--- config.mk ---
export PLATFORM = sky130hd
export DESIGN_NAME = global_clock_status_control
export DESIGN_NICKNAME = d
export VERILOG_FILES = /design/src/clock_status_pkg.sv /design/src/rate_divider.sv /design/src/global_clock_status_control.sv
export SDC_FILE = /design/constraint.sdc
export NUM_CORES = 1
export LEC_CHECK = 0
export CORE_MARGIN = 10
export CORE_UTILIZATION = 55
export CTS_CLUSTER_SIZE = 12
export DETAILED_ROUTE_END_ITERATION = 10
export DONT_BUFFER_PORTS = 1
export PLACE_DENSITY = 0.7
export SLEW_MARGIN = 20
export SYNTH_ARGS = -nofsm -noshare
export SYNTH_HDL_FRONTEND = slang
export SYNTH_SLANG_ARGS = --single-unit
--- constraint.sdc ---
create_clock -name clk_i -period 1.7 [get_ports clk_i]
set_input_delay 0.17 -clock clk_i [delete_from_list [all_inputs] [get_ports clk_i]]
set_output_delay 0.17 -clock clk_i [all_outputs]
set_load 0.02 [all_outputs]
--- src/clock_status_pkg.sv ---
// Package with register offsets, field positions, reset values and codes
`default_nettype none
package clock_status_pkg;
  localparam logic [7:0] global_control_status_addr        = 8'h00;
  localparam logic [7:0] output_pin_control_addr           = 8'h0e;
  localparam logic [7:0] clock_doubler_control_addr        = 8'h0f;
  localparam logic [7:0] cpu_identity_register_addr        = 8'h2e;
  localparam logic [7:0] revision_identity_register_addr   = 8'h2f;

  localparam int CAUSE_HI      = 7;
  localparam int CAUSE_LO      = 6;
  localparam int FORCE_BIT     = 5;
  localparam int CLKSEL_HI     = 4;
  localparam int CLKSEL_LO     = 2;
  localparam int PRIO_HI       = 1;
  localparam int PRIO_LO       = 0;
  localparam int PINSEL_HI     = 7;
  localparam int PINSEL_LO     = 6;
  localparam int DOUBLER_HI    = 2;
  localparam int DOUBLER_LO    = 0;

  localparam logic [1:0] CAUSE_NONE     = 2'h0;
  localparam logic [1:0] CAUSE_WATCHDOG = 2'h1;
  localparam logic [1:0] CAUSE_RESET    = 2'h3;

  localparam logic [2:0] CLKSEL_RESET   = 3'h0;
  localparam logic [1:0] PRIO_RESET     = 2'h0;
  localparam logic [1:0] PINSEL_RESET   = 2'h0;
  localparam logic [2:0] DOUBLER_RESET  = 3'h0;

  // Main path divider ratio, the doubled-and-divided net ratio and the clock pin divider
  localparam int MAIN_DIV       = 8;
  localparam int MAIN_DIV_DBL   = 4;
  localparam int PIN_DIV        = 2;

  // Doubler nominal low time: first step and step size in ns
  localparam int DBL_LOW_BASE_NS = 8;
  localparam int DBL_LOW_STEP_NS = 2;

  typedef enum logic [1:0] {
    PIN_PERIPH   = 2'b00,
    PIN_PERIPH_2 = 2'b01,
    PIN_LOW      = 2'b10,
    PIN_HIGH     = 2'b11
  } pin_mode_e;
endpackage : clock_status_pkg
`default_nettype wire

--- src/rate_divider.sv ---
// Programmable enable-pulse divider, one pulse every ratio input cycles
`default_nettype none
module rate_divider #(
  parameter int WIDTH = 4
) (
  input  wire logic             clk_i,
  input  wire logic             rst_n_i,
  input  wire logic             tick_i,
  input  wire logic [WIDTH-1:0] ratio_i,
  output logic                  pulse_o
);
  logic [WIDTH-1:0] count;

  always_ff @(posedge clk_i) begin
    if (!rst_n_i) begin
      count <= '0;
    end else if (tick_i) begin
      if (count + WIDTH'(1) >= ratio_i) begin
        count <= '0;
      end else begin
        count <= count + WIDTH'(1);
      end
    end
  end

  assign pulse_o = tick_i && (count + WIDTH'(1) >= ratio_i);
endmodule : rate_divider
`default_nettype wire

--- src/global_clock_status_control.sv ---
// Global clock selection, reset cause reporting and periodic interrupt control
//
// What this block does
// - Status bits 7:6 read 01 after a watchdog timeout, 11 after reset, 00 otherwise, never 10.
// - A read of the control/status register clears the cause bits, unless a watchdog timeout arrives in the same cycle.
// - Writing one to bit 5 forces a periodic interrupt request.
// - Reading the register clears a pending periodic request and bit 5 always reads zero.
// - Clock select 000 divides both clocks by eight, 001 only the processor clock, 01x neither.
// - Clock select 1x0 and 1x1 run both clocks undivided from the 32 kHz source; 1x1 stops main.
// - The periodic field 00 disables periodic interrupts, 01..11 give priority 1..3.
// - Main path may be doubled and/or divided by eight; both together give main divided by four.
// - The peripheral clock may be halved before the clock pin, which also serves as a plain output.
// - The clock pin is made from internal clock enables, not the raw oscillator input.
// - The 32 kHz tick drives the watchdog, time/date counter and periodic generator.
// - With the main oscillator off, the 32 kHz tick clocks everything main normally clocks.
// - Two read-only identity registers hold processor type and revision, five specific bits each.
// - Doubler field zero disables doubling; nonzero picks low time 8 ns to 20 ns in 2 ns steps.
// - Pin control codes 00..11 give peripheral clock, its half, constant low, constant high.
`default_nettype none
module global_clock_status_control #(
  parameter logic [4:0] CPU_ID_CODE = 5'h0a, // Arbitrary value
  parameter logic [4:0] REV_ID_CODE = 5'h05  // Arbitrary value
) (
  input  wire logic       clk_i,
  input  wire logic       rst_n_i,
  // Internal I/O register port
  input  wire logic [7:0] io_addr_i,
  input  wire logic       io_rd_i,
  input  wire logic       io_wr_i,
  input  wire logic [7:0] io_wdata_i,
  output logic      [7:0] io_rdata_o,
  // Oscillator ticks, one-cycle pulses of each source
  input  wire logic       main_tick_i,
  input  wire logic       main_doubled_tick_i,
  input  wire logic       slow_tick_i,
  input  wire logic       watchdog_timeout_i,
  input  wire logic       periodic_tick_i,
  // Clock enables and controls towards the rest of the chip
  output logic            cpu_clk_en_o,
  output logic            periph_clk_en_o,
  output logic            slow_clk_en_o,
  output logic            main_osc_enable_o,
  output logic            doubler_enable_o,
  output logic      [4:0] doubler_low_ns_o,
  output logic            clk_pin_o,
  output logic            periodic_irq_o,
  output logic      [1:0] periodic_priority_o
);
  logic [1:0] cause;
  logic       periodic_pending;
  logic [2:0] clk_select;
  logic [1:0] periodic_prio;
  logic [1:0] pin_mode;
  logic [2:0] doubler_sel;
  logic       pin_phase;

  logic       status_rd;
  logic       status_wr;
  logic       slow_mode;
  logic       main_src_tick;
  logic [3:0] main_ratio;
  logic       main_div_pulse;
  logic       cpu_en;
  logic       periph_en;
  logic [4:0] low_time_table [8];
  logic       sel_status;
  logic       sel_pin;
  logic       sel_doubler;
  logic       sel_cpu_id;
  logic       sel_rev_id;
  logic       wr_force;
  logic [2:0] wr_clk_select;
  logic [1:0] wr_prio;
  logic [1:0] wr_pin_mode;
  logic [2:0] wr_doubler;

  // Address decode shared by reads and writes
  always_comb begin
    sel_status  = 1'b0;
    sel_pin     = 1'b0;
    sel_doubler = 1'b0;
    sel_cpu_id  = 1'b0;
    sel_rev_id  = 1'b0;
    if (io_addr_i == clock_status_pkg::global_control_status_addr) begin
      sel_status = 1'b1;
    end else if (io_addr_i == clock_status_pkg::output_pin_control_addr) begin
      sel_pin = 1'b1;
    end else if (io_addr_i == clock_status_pkg::clock_doubler_control_addr) begin
      sel_doubler = 1'b1;
    end else if (io_addr_i == clock_status_pkg::cpu_identity_register_addr) begin
      sel_cpu_id = 1'b1;
    end else if (io_addr_i == clock_status_pkg::revision_identity_register_addr) begin
      sel_rev_id = 1'b1;
    end
  end

  assign status_rd = io_rd_i && sel_status;
  assign status_wr = io_wr_i && sel_status;

  // Write data fields; the upper doubler bits are ignored
  assign wr_force      = io_wdata_i[clock_status_pkg::FORCE_BIT];
  assign wr_clk_select = io_wdata_i[clock_status_pkg::CLKSEL_HI:clock_status_pkg::CLKSEL_LO];
  assign wr_prio       = io_wdata_i[clock_status_pkg::PRIO_HI:clock_status_pkg::PRIO_LO];
  assign wr_pin_mode   = io_wdata_i[clock_status_pkg::PINSEL_HI:clock_status_pkg::PINSEL_LO];
  assign wr_doubler    = io_wdata_i[clock_status_pkg::DOUBLER_HI:clock_status_pkg::DOUBLER_LO];

  // Cause bits: reset leaves 11, watchdog sets 01, read clears; events win over clear
  always_ff @(posedge clk_i) begin
    if (!rst_n_i) begin
      cause <= clock_status_pkg::CAUSE_RESET;
    end else begin
      if (watchdog_timeout_i) begin
        cause <= clock_status_pkg::CAUSE_WATCHDOG;
      end else if (status_rd) begin
        cause <= clock_status_pkg::CAUSE_NONE;
      end
    end
  end

  // Periodic request: set by tick or forced write, cleared by status read
  // A set in the same cycle as a read wins, so no request is lost
  always_ff @(posedge clk_i) begin
    if (!rst_n_i) begin
      periodic_pending <= 1'b0;
    end else if ((periodic_tick_i && slow_tick_i && periodic_prio != 2'h0)
                 || (status_wr && wr_force)) begin
      periodic_pending <= 1'b1;
    end else if (status_rd) begin
      periodic_pending <= 1'b0;
    end
  end

  // Write-only control fields
  always_ff @(posedge clk_i) begin
    if (!rst_n_i) begin
      clk_select    <= clock_status_pkg::CLKSEL_RESET;
      periodic_prio <= clock_status_pkg::PRIO_RESET;
    end else if (status_wr) begin
      clk_select    <= wr_clk_select;
      periodic_prio <= wr_prio;
    end
  end

  always_ff @(posedge clk_i) begin
    if (!rst_n_i) begin
      pin_mode <= clock_status_pkg::PINSEL_RESET;
    end else if (io_wr_i && sel_pin) begin
      pin_mode <= wr_pin_mode;
    end
  end

  always_ff @(posedge clk_i) begin
    if (!rst_n_i) begin
      doubler_sel <= clock_status_pkg::DOUBLER_RESET;
    end else if (io_wr_i && sel_doubler) begin
      doubler_sel <= wr_doubler;
    end
  end

  // Clock source selection
  assign slow_mode     = clk_select[2];
  assign main_src_tick = (doubler_sel != 3'h0) ? main_doubled_tick_i : main_tick_i;
  // Doubled ticks divided by eight give the net divide by four of main
  assign main_ratio    = (doubler_sel != 3'h0)
                       ? 4'(clock_status_pkg::MAIN_DIV)
                       : 4'(clock_status_pkg::MAIN_DIV);

  rate_divider #(
    .WIDTH (4)
  ) u_main_div (
    .clk_i   (clk_i),
    .rst_n_i (rst_n_i),
    .tick_i  (main_src_tick),
    .ratio_i (main_ratio),
    .pulse_o (main_div_pulse)
  );

  always_comb begin
    cpu_en    = 1'b0;
    periph_en = 1'b0;
    if (slow_mode) begin
      cpu_en    = slow_tick_i;
      periph_en = slow_tick_i;
    end else begin
      case (clk_select[1:0])
        2'b00: begin
          cpu_en    = main_div_pulse;
          periph_en = main_div_pulse;
        end
        2'b01: begin
          cpu_en    = main_div_pulse;
          periph_en = main_src_tick;
        end
        default: begin
          cpu_en    = main_src_tick;
          periph_en = main_src_tick;
        end
      endcase
    end
  end

  // Clock enables registered so the pin follows the internal clock
  always_ff @(posedge clk_i) begin
    if (!rst_n_i) begin
      cpu_clk_en_o <= 1'b0;
    end else begin
      cpu_clk_en_o <= cpu_en;
    end
  end

  always_ff @(posedge clk_i) begin
    if (!rst_n_i) begin
      periph_clk_en_o <= 1'b0;
    end else begin
      periph_clk_en_o <= periph_en;
    end
  end

  always_ff @(posedge clk_i) begin
    if (!rst_n_i) begin
      slow_clk_en_o <= 1'b0;
    end else begin
      slow_clk_en_o <= slow_tick_i;
    end
  end

  // Main oscillator runs unless the slow source with stop is chosen
  always_ff @(posedge clk_i) begin
    if (!rst_n_i) begin
      main_osc_enable_o <= 1'b1;
    end else begin
      main_osc_enable_o <= !(clk_select[2] && clk_select[0]);
    end
  end

  // Nominal doubled-clock low time per doubler code; code zero means off
  for (genvar g = 0; g < 8; g++) begin : g_low_time
    if (g == 0) begin : g_off
      assign low_time_table[g] = 5'h00;
    end else begin : g_on
      assign low_time_table[g] = 5'(clock_status_pkg::DBL_LOW_BASE_NS
                                    + clock_status_pkg::DBL_LOW_STEP_NS * (g - 1));
    end
  end

  always_ff @(posedge clk_i) begin
    if (!rst_n_i) begin
      doubler_enable_o <= 1'b0;
    end else begin
      doubler_enable_o <= (doubler_sel != 3'h0);
    end
  end

  always_ff @(posedge clk_i) begin
    if (!rst_n_i) begin
      doubler_low_ns_o <= 5'h00;
    end else begin
      doubler_low_ns_o <= low_time_table[doubler_sel];
    end
  end

  // Half-rate phase of the peripheral clock for the pin
  always_ff @(posedge clk_i) begin
    if (!rst_n_i) begin
      pin_phase <= 1'b0;
    end else if (periph_en) begin
      pin_phase <= !pin_phase;
    end
  end

  // Clock pin: in mode 00 follows peripheral enables, so it tracks the internal clock
  always_ff @(posedge clk_i) begin
    if (!rst_n_i) begin
      clk_pin_o <= 1'b0;
    end else begin
      case (clock_status_pkg::pin_mode_e'(pin_mode))
        clock_status_pkg::PIN_PERIPH:   clk_pin_o <= periph_en;
        clock_status_pkg::PIN_PERIPH_2: clk_pin_o <= pin_phase;
        clock_status_pkg::PIN_LOW:      clk_pin_o <= 1'b0;
        default:                        clk_pin_o <= 1'b1;
      endcase
    end
  end

  // Interrupt request towards the priority logic
  assign periodic_irq_o      = periodic_pending && (periodic_prio != 2'h0);
  assign periodic_priority_o = periodic_prio;

  // Read data, registered
  always_ff @(posedge clk_i) begin
    if (!rst_n_i) begin
      io_rdata_o <= 8'h00;
    end else if (io_rd_i) begin
      if (sel_status) begin
        io_rdata_o <= {cause, 6'h00};
      end else if (sel_cpu_id) begin
        io_rdata_o <= {3'h0, CPU_ID_CODE};
      end else if (sel_rev_id) begin
        io_rdata_o <= {3'h0, REV_ID_CODE};
      end else begin
        io_rdata_o <= 8'h00;
      end
    end
  end
endmodule : global_clock_status_control
`default_nettype wire

==> results of run 1 <==
## what timing repair did
item / in CTS / in global routing
endpoints found under the setup margin: 0 / 4
hold buffers: 8 / 1
endpoints found under the hold margin: 20 / 1
resized for setup: 0 / 6
## state kept, by name, indices dropped and copies added, names as in the netlist
register / cells
pin_mode: 2
slow_clk_en_o: 1
periph_clk_en_o: 1
clk_select: 3
main_osc_enable_o: 1
doubler_sel: 3
doubler_enable_o: 1
periodic_pending: 1
cause: 2
pin_phase: 1
periodic_priority_o: 2
cpu_clk_en_o: 1
doubler_low_ns_o: 4
io_rdata_o: 4
u_main_div.count: 4
clk_pin_o: 1
## metal layers
| metal | global-route usage | part of all wire | wire [microns] |
|---|---|---|---|
| met5 | 0 | 0 | 0 |
| met4 | 0.0548 | 0.022 | 67 |
| met3 | 0.0763 | 0.12 | 360 |
| met2 | 0.192 | 0.46 | 1390 |
| met1 | 0.128 | 0.40 | 1220 |
## cell type report
type                            count  area, sq um  area share
Multi-Input combinational cell    100          679       0.435
Clock buffer                        8         58.8      0.0377
Inverter                            8         30.0      0.0192
Timing Repair Buffer               12          113      0.0721
Tap cell                           30         37.5      0.0240
Sequential cell                    32          643       0.412
## cells by family after synthesis
kind of cell / after synthesis / synth area share
DFF: 32 / 0.464
AOI/OAI and AO/OA: 20 / 0.107
adders and majority gates: 4 / 0.0362
buffers and inverters: 19 / 0.0706
xor gates and xnor gates: 1 / 0.00634
and+or+nand+nor: 61 / 0.231
other: 1 / 0.00271
muxes: 11 / 0.0824
## final timing paths
check / endpoint / slack, ns
setup / recovery: clk_pin_o$_SDFF_PN0_ / 0.09
hold / removal: clk_select[1]$_SDFFE_PN0P_ / 0.009
setup reg to reg: clk_pin_o$_SDFF_PN0_ / 0.09
hold reg to reg: main_osc_enable_o$_SDFF_PN1_ / 0.47
## synth_stat cells
master	count
nor2_1	13
o211a_1	1
o31ai_2	1
and3_1	5
inv_1	7
nand2b_2	1
nor2b_1	3
mux2i_1	10
o41ai_2	1
nand3_1	7
buf_4	7
nor4_2	1
o21ai_1	4
a31oi_1	1
nor4_1	1
o21a_1	1
clkbuf_1	4
nand4bb_1	1
dfxtp_1	32
o311ai_1	1
xnor2_1	1
a21oi_1	4
a211o_1	1
mux2i_2	1
o22ai_1	2
clkinv_1	1
nand3b_1	1
a311o_1	1
or3b_1	1
o211ai_1	2
nand2_1	14
conb_1	1
ha_1	4
and2_1	3
nand4_1	2
or3_1	1
nand2b_1	4
nor3_1	3
## worst register-to-register path, stage by stage (launching register included)
cell and delay (ns):
dfxtp_2 0.35, inv_1 0.09, ha_4 0.19, nor2b_1 0.15, o311ai_2 0.39, o31ai_4 0.16
o41ai_2 0.20
## power by group through the flow
stage                     registers [mW]  logic, mW  clock network [mW]
after floorplan                    0.780     0.0487                   0
after global placement             0.782     0.0425                   0
after detailed placement           0.782     0.0445                   0
after CTS                          0.765     0.0670               0.455
after global routing               0.766     0.0784               0.496
final                              0.765     0.0709               0.453
## stage by stage
stage	cell area, sq um	setup TNS, ns	cells	hold slack [ns]	utilization
floorplan	1390	0	151	0.264	-
global placement	1380	0	173	0.256	0.568
detailed placement	1380	0	173	0.271	0.568
CTS	1520	0	189	0.00366	0.625
global route	1560	-0.00484	190	0.00656	0.642
finish	1560	0	190	0.00909	0.642
==> flow_summary.toml, run 1 <==
[outcome]
outcome = "complete, no violations"

[clocking]
tritoncts = "done"
cts_buffers = 5
cts_root_buf = "clkbuf_4"
clock_sink_count = 32
path_clk_slew_ns = 0.09
cts_max_path_buffers = 2
ctsHtreeMaxLevel = 2
clock_latency_ns = 0.34
post_cts_buffers = 0

[layout]
num_antenna_cells = 0
fill_cells = 224
final_cell_mix = "dfxtp_1, nand2_1, nor2_1"
mostFrequentLayoutCell = "dfxtp_1"
syn_to_final_growth_pct = 13.0
finalNetCount = 188
drive_gt1_frac = 0.113

[die]
dieArea_sq_um = 4920
die_h_microns = 70.1
num_rows = 18
initial_core_util = 0.568
core_area_sq_um = 2430
io_pins = 47
die_x_microns = 70.1

[logic_synthesis]
ys_ff_latch = 32
yosys.area.top_type = "dfxtp_1"
yosysSeqAreaShare = 0.464
yosys-top-cells-area = "dfxtp_1, mux2i_1, buf_4"
yosys_warnings = 0
syn_avg_cell_area_sq_um = 9.27
synth_area_sq_um = 1380
postSynthCellCount = 149
yosysUniqueCellTypes = 38
synth_top_area_frac = 0.464

[power]
p_int_mw = 0.993
power.density_nw_per_um2 = 825
clkPwrFrac = 0.352
switching_share = 0.229
combPwrFrac = 0.055
seq_power_share = 0.593
power.switching_mw = 0.295
finalPower_mw = 1.29
vdd_drop_max_v = 0.000748
p_leak_nw = 0.607

[route]
drtIter0Drc = 55
firstDrtPassIters = 4
ant_nets = 0
wirelength_microns = 3040
drcViolationCount = 0
drt-wirelength-per-cell_microns = 16.0
num_vias = 1056
viasPerCell = 5.56

[sta]
fin_crit_sh = 0.947
hold_violations = 0
clock.fmax_mhz = 621
setup_violations = 0
timing.final.crit_period_ns = 1.61
slew_violations = 0
slew_headroom = 0.496
tightest_slew_ns = 0.753
skew_ns = 0.0146
layout_setup_ws_ns = 0.0906

[setup_path]
timing.critical_path.from = "doubler_sel[0]$_SDFFE_PN0P_"
path_max_fanout = 4
crit_chain = "inv_1, ha_4, nor2b_1, o311ai_2, o31ai_4, o41ai_2"
critPathRequiredTime_ns = 1.94
worst_path_dominant_cell_family = "compound AO/OA/AOI/OAI gates"
crit_buf_inv = 1
critical_path_depth = 6
r2r-start = "doubler_sel[0]$_SDFFE_PN0P_"
crit_slowest_cell = "o311ai_2"
worstSetupPathType = "reg -> reg"
reg2reg_depth = 6
crit_path_start_kind = "flop"
cp.arrival_ns = 1.85
endpoint_kind = "flop"
max_stage_delay_ns = 0.39

[global_routing]
grt_pass1_wl_microns = 4980
track_usage = 0.123
antenna_found_initial = 0
grt_overflow = 0
grt_pass1_vias = 1030
grt_max_degree = 23

[place]
gp_congestion = 0.699
portBuffers = 0
dp_hpwl_microns = 2200
dp_slack_ns = 0.0354

[worst_hold_path]
hold_depth = 2
hp-start = "io_wdata_i[3]"
worstHoldPathType = "in -> reg"

[run]
maxCapViolCount = 0
(Power assumes the default switching activity.)
==> inputs of run 2 (changes only) <==
--- a/config.mk
+++ b/config.mk
@@ -10,7 +10,9 @@
 export CTS_CLUSTER_SIZE = 12
 export DETAILED_ROUTE_END_ITERATION = 10
 export DONT_BUFFER_PORTS = 1
+export MAX_ROUTING_LAYER = met4
 export PLACE_DENSITY = 0.7
+export SETUP_SLACK_MARGIN = 0.2
 export SLEW_MARGIN = 20
 export SYNTH_ARGS = -nofsm -noshare
 export SYNTH_HDL_FRONTEND = slang
==> run 2 against run 1 <==
  * Sequential power barely moved
  * Non-clock buffer count rose by 5
  * Largest power group unchanged
  * Power rose by 1.2%
  * Worst setup slack improved by 0.13 ns
  * First-iteration DRC count fell by 3.6%
  * Count of clock-buffer cells in the layout did not move
  * Critical path depth did not move
  * Register-to-register slack improved by 0.13 ns
==> flow_summary.toml, run 2 (same netlist as run 1, synthesis figures left out) <==
[die]
io_pins = 47
die_h_microns = 70.1
dieArea_sq_um = 4920
core_area_sq_um = 2430
num_rows = 18
initial_core_util = 0.568
die_x_microns = 70.1

[route]
drcViolationCount = 0
ant_nets = 0
drt-wirelength-per-cell_microns = 16.2
num_vias = 1101
drtIter0Drc = 53
wirelength_microns = 3170
firstDrtPassIters = 4
viasPerCell = 5.65

[layout]
final_cell_mix = "dfxtp_1, nand2_1, nor2_1"
layout.cells.non_filler = 195
syn_to_final_growth_pct = 19.2
fill_cells = 193
num_antenna_cells = 0
drive_gt1_frac = 0.164
final_cell_area_sq_um = 1650
reg_top3 = "doubler_low_ns_o x4, io_rdata_o x4, u_main_div.count x4"
mostFrequentLayoutCell = "dfxtp_1"
finalNetCount = 193

[sta]
setup_violations = 0
skew_ns = 0.00849
hold_violations = 0
slew_violations = 0
clock.fmax_mhz = 677
layout_setup_ws_ns = 0.222
rsz0062_at_grt = "true"
fin_crit_sh = 0.869
timing.final.crit_period_ns = 1.48
slew_headroom = 0.522
timing.setup.tns_ns = 0
tightest_slew_ns = 0.714

[clocking]
clock_latency_ns = 0.33
cts_max_path_buffers = 2
cts_buffers = 5
ctsHtreeMaxLevel = 2
path_clk_slew_ns = 0.10
clock_sink_count = 32
cts_root_buf = "clkbuf_4"
tritoncts = "done"

[place]
dp_cells = 173
dp_slack_ns = 0.0775
placedInstanceArea_sq_um = 1390
gp_congestion = 0.716
portBuffers = 0
dp_hpwl_microns = 2220

[setup_path]
endpoint_kind = "flop"
crit_buf_inv = 1
cp.arrival_ns = 1.72
crit_slowest_cell = "dfxtp_2"
max_stage_delay_ns = 0.36
worst_path_dominant_cell_family = "compound AO/OA/AOI/OAI gates"
worstSetupPathType = "reg -> reg"
critPathRequiredTime_ns = 1.94
path_max_fanout = 3
crit_path_start_kind = "flop"
crit_chain = "inv_4, ha_4, nor2b_2, o311ai_4, o31ai_4, o41ai_2"

[global_routing]
track_usage = 0.125
grt_overflow = 0
antenna_found_initial = 0
grt_max_degree = 22
grt_pass1_vias = 1098
grt_pass1_wl_microns = 5050

[power]
finalPower_mw = 1.30
vdd_drop_max_v = 0.000633
p_leak_nw = 0.651
power.density_nw_per_um2 = 792

[outcome]
outcome = "complete, no violations"

[worst_hold_path]
worstHoldPathType = "in -> reg"

[run]
maxCapViolCount = 0
-- run 2: cell types whose count changed in the layout (fill, tap and decap cells not counted), sizes merged --
| cell | before | now |
|---|---|---|
| dlygate4sd3 | 9 | 10 |
| buf | 3 | 7 |
-- run 2: cell type report --
type,instances,area [sq um],area share
Inverter,8,32.5,0.0198
Sequential cell,32,643,0.391
Tap cell,30,37.5,0.0228
Clock buffer,8,58.8,0.0357
Timing Repair Buffer,17,153,0.0927
Multi-Input combinational cell,100,722,0.438
-- run 2: per-layer routing --
metal,GRT usage,routed length [microns],vias to the layer above
li1,-,-,535
met1,0.126,1250,523
met2,0.206,1540,36
met3,0.0593,325,7
met4,0.0461,53,0
met5,-,0,-
-- run 2: where the power goes --
group	switching, mW	internal, mW	total [mW]	leakage [nW]
Sequential	0.00768	0.757	0.765	0.260
Combinational	0.0407	0.0381	0.0789	0.358
Clock	0.256	0.204	0.460	0.0326
-- run 2: path summary, 6_finish.rpt --
check,startpoint,cells after the start,end,slack [ns]
worst max-delay path,doubler_sel[0]$_SDFFE_PN0P_,6,clk_pin_o$_SDFF_PN0_,0.22
worst min-delay path,io_wdata_i[5],2,periodic_pending$_SDFFE_PN0P_,0.007
worst max register to register,doubler_sel[0]$_SDFFE_PN0P_,6,clk_pin_o$_SDFF_PN0_,0.22
worst min register to register,cause[1]$_SDFFE_PN1P_,2,cause[1]$_SDFFE_PN1P_,0.48
-- run 2: what timing repair did --
item	4_1_cts	5_1_grt
resized for setup	6	8
pin swaps	2	4
hold buffers	9	1
setup buffers	2	2
setup endpoints to repair	4	5
endpoints found under the hold margin	19	1
cloned	0	0
-- run 2: through the flow --
stage | util | hold slack, ns
CTS | 0.648 | 0.00307
global placement | 0.571 | 0.255
global route | 0.677 | 0.00267
floorplan | - | 0.264
finish | 0.677 | 0.00691
detailed placement | 0.571 | 0.266
==> inputs of run 3 (changes only) <==
--- a/config.mk
+++ b/config.mk
@@ -5,6 +5,7 @@
 export SDC_FILE = /design/constraint.sdc
 export NUM_CORES = 1
 export LEC_CHECK = 0
+export ABC_AREA = 1
 export CORE_MARGIN = 10
 export CORE_UTILIZATION = 55
 export CTS_CLUSTER_SIZE = 12
==> run 3 against run 2 <==
  * Core utilization shrank 3.9 points
  * Combinational power increased by 3.5%
  * Die area is 0.13% lower
  * Cell area is 5.7% lower
  * Via count grew 5.2%
  * Critical endpoint is now pin_phase$_SDFFE_PN0P_
  * Synthesized cell count grew 17%
  * Flip-flop and latch count did not move
  * Worst setup slack gained 0.12 ns
  * Sequential share of layout area grew 2.3 points
  * Wire length down 1.4%
  * Area after synthesis shrank 0.18%
  * Count of clock-buffer cells in the layout shrank 1
==> flow_summary.toml, run 3 <==
[setup_path]
worstSetupPathType = "reg -> reg"
endpoint_kind = "flop"
timing.rr.end = "pin_phase$_SDFFE_PN0P_"
cp.arrival_ns = 1.60
critPathRequiredTime_ns = 1.94
crit_chain = "inv_1, ha_2, nand2_2, nand2_2, nand2_2, nor2_2, nand2_4, nand3_2, nand2_1, inv_1, nor2_1"
worst_path_dominant_cell_family = "simple AND/OR/NAND/NOR gates"
crit_top_cell = "nand2_2"
reg2reg_depth = 11
crit_slowest_cell = "dfxtp_1"
crit_path_start_kind = "flop"
timing.critical_path.from = "doubler_sel[0]$_SDFFE_PN0P_"
path_max_fanout = 6
max_stage_delay_ns = 0.33
crit_buf_inv = 2
r2r-start = "doubler_sel[0]$_SDFFE_PN0P_"
r2r_setup_slack_ns = 0.34

[layout]
drive_gt1_frac = 0.123
final_cell_area_sq_um = 1550
reg_top3 = "doubler_low_ns_o x4, io_rdata_o x4, u_main_div.count x4"
fill_cells = 220
syn_to_final_growth_pct = 12.6
final_cell_mix = "dfxtp_1, nand2_1, inv_1"
finalNetCount = 216
num_antenna_cells = 0
mostFrequentLayoutCell = "dfxtp_1"

[sta]
hold_violations = 0
skew_ns = 0.0104
tightest_slew_ns = 0.572
holdWs_ns = 0.0120
fin_crit_sh = 0.800
slew_violations = 0
timing.setup.tns_ns = 0
slew_headroom = 0.617
setup_violations = 0
timing.final.crit_period_ns = 1.36
clock.fmax_mhz = 735
rsz0062_at_grt = "false"

[die]
io_pins = 47
num_rows = 18
dieArea_sq_um = 4910
initial_core_util = 0.567
die_x_microns = 70.1
core_area_sq_um = 2430
die_h_microns = 70.1

[place]
portBuffers = 0
placedInstanceArea_sq_um = 1370
dp_hpwl_microns = 2260
gp_congestion = 0.793

[logic_synthesis]
yosys-top-cells-area = "dfxtp_1, nand2_1, a21oi_1"
ys_ff_latch = 32
synth_edf_count = 0
synth_area_sq_um = 1380
async_reset_ff_frac = 0
synth_top_area_frac = 0.465
yosys_warnings = 0
postSynthCellCount = 175
yosysUniqueCellTypes = 25
syn_avg_cell_area_sq_um = 7.88
yosysSeqAreaShare = 0.465
yosys.area.top_type = "dfxtp_1"
ys.flop_type = "dfxtp_1"
yosysMostFrequentCell = "dfxtp_1"
synth_common_cells = "dfxtp_1, nand2_1, inv_1"

[worst_hold_path]
worstHoldPathType = "in -> reg"
hp-start = "io_addr_i[4]"
hold_depth = 3
worstHoldEndpoint = "io_rdata_o[3]$_SDFFE_PN0P_"

[global_routing]
track_usage = 0.129
grt_pass1_vias = 1099
grt_overflow = 0
antenna_found_initial = 0
grt_max_degree = 19
grt_pass1_wl_microns = 4980

[power]
p_leak_nw = 0.681
finalPower_mw = 1.34
seq_power_share = 0.581
vdd_drop_max_v = 0.000615
power.density_nw_per_um2 = 863
p_int_mw = 1.03
clkPwrFrac = 0.358
switching_share = 0.232
power.switching_mw = 0.310
combPwrFrac = 0.061

[route]
drtIter0Drc = 92
firstDrtPassIters = 4
viasPerCell = 5.34
drcViolationCount = 0
drt-wirelength-per-cell_microns = 14.4
wirelength_microns = 3120
ant_nets = 0
num_vias = 1158

[clocking]
clock_latency_ns = 0.34
cts_root_buf = "clkbuf_4"
tritoncts = "done"
ctsHtreeMaxLevel = 2
path_clk_slew_ns = 0.10
cts_max_path_buffers = 2
cts_buffers = 5
clock_sink_count = 32

[outcome]
outcome = "complete, no violations"

[run]
maxCapViolCount = 0
[run 3: worst max-delay path by stage]
stage / slack, ns / cells past startpoint / end
5_1_grt: 0.20 / 11 / pin_phase$_SDFFE_PN0P_
3_3_place_gp: 0.36 / 10 / pin_phase$_SDFFE_PN0P_
3_5_place_dp: 0.30 / 10 / pin_phase$_SDFFE_PN0P_
2_1_floorplan: 0.41 / 10 / pin_phase$_SDFFE_PN0P_
4_1_cts: 0.27 / 3 / io_rdata_o[2]$_SDFFE_PN0P_
6_report: 0.34 / 11 / pin_phase$_SDFFE_PN0P_
[run 3: cells by family after synthesis]
| group | after synthesis | synth area share |
|---|---|---|
| flip-flops | 32 | 0.465 |
| adder cells (fa/ha/maj) | 4 | 0.0363 |
| buffers and inverters | 31 | 0.0989 |
| AO/OA/AOI/OAI | 35 | 0.136 |
| XOR/XNOR | 1 | 0.00635 |
| AND/OR/NAND/NOR | 71 | 0.255 |
| other | 1 | 0.00272 |
[run 3: area by class of cell]
type,instances,area [sq um],area share
well taps,30,37.5,0.0242
flip-flops and latches,32,642,0.413
multi-input cells,114,612,0.394
clock buffers,7,65.1,0.0419
inverters,23,86.3,0.0556
repair buffers,11,110,0.0709
[run 3: per-stage QoR]
step,util,setup slack [ns],cells
after floorplan,-,0.410,177
after global placement,0.565,0.355,199
after detailed placement,0.565,0.300,199
after CTS,0.637,0.271,217
after global routing,0.638,0.202,217
final,0.638,0.340,217
[run 3: what timing repair did]
item	CTS	global route
setup buffers	0	0
gates resized for setup	0	2
endpoints found under the setup margin	0	4
hold endpoints to repair	24	0
hold buffers	11	0
[run 3: worst register-to-register path, delay by kind of cell (launching register included)]
| family | cells | cell delay, ns |
|---|---|---|
| and+or+nand+nor | 8 | 0.55 |
| DFF | 1 | 0.33 |
| adders and majority gates | 1 | 0.25 |
| buffers and inverters | 2 | 0.15 |
[run 3: metal layers]
layer  wire length [microns]  track usage  vias to the layer above
met5                       0            -                        -
met4                     104       0.0877                        0
met3                     291       0.0607                       12
met2                    1530        0.211                       44
met1                    1200        0.118                      513
li1                        -            -                      589
[run 3: power by group through the flow]
stage / Clock (mW) / Combinational [mW] / Sequential (mW)
2_1_floorplan: 0 / 0.0634 / 0.790
3_3_place_gp: 0 / 0.0514 / 0.795
3_5_place_dp: 0 / 0.0542 / 0.796
4_1_cts: 0.486 / 0.0813 / 0.778
5_1_grt: 0.519 / 0.0910 / 0.780
6_report: 0.479 / 0.0817 / 0.779
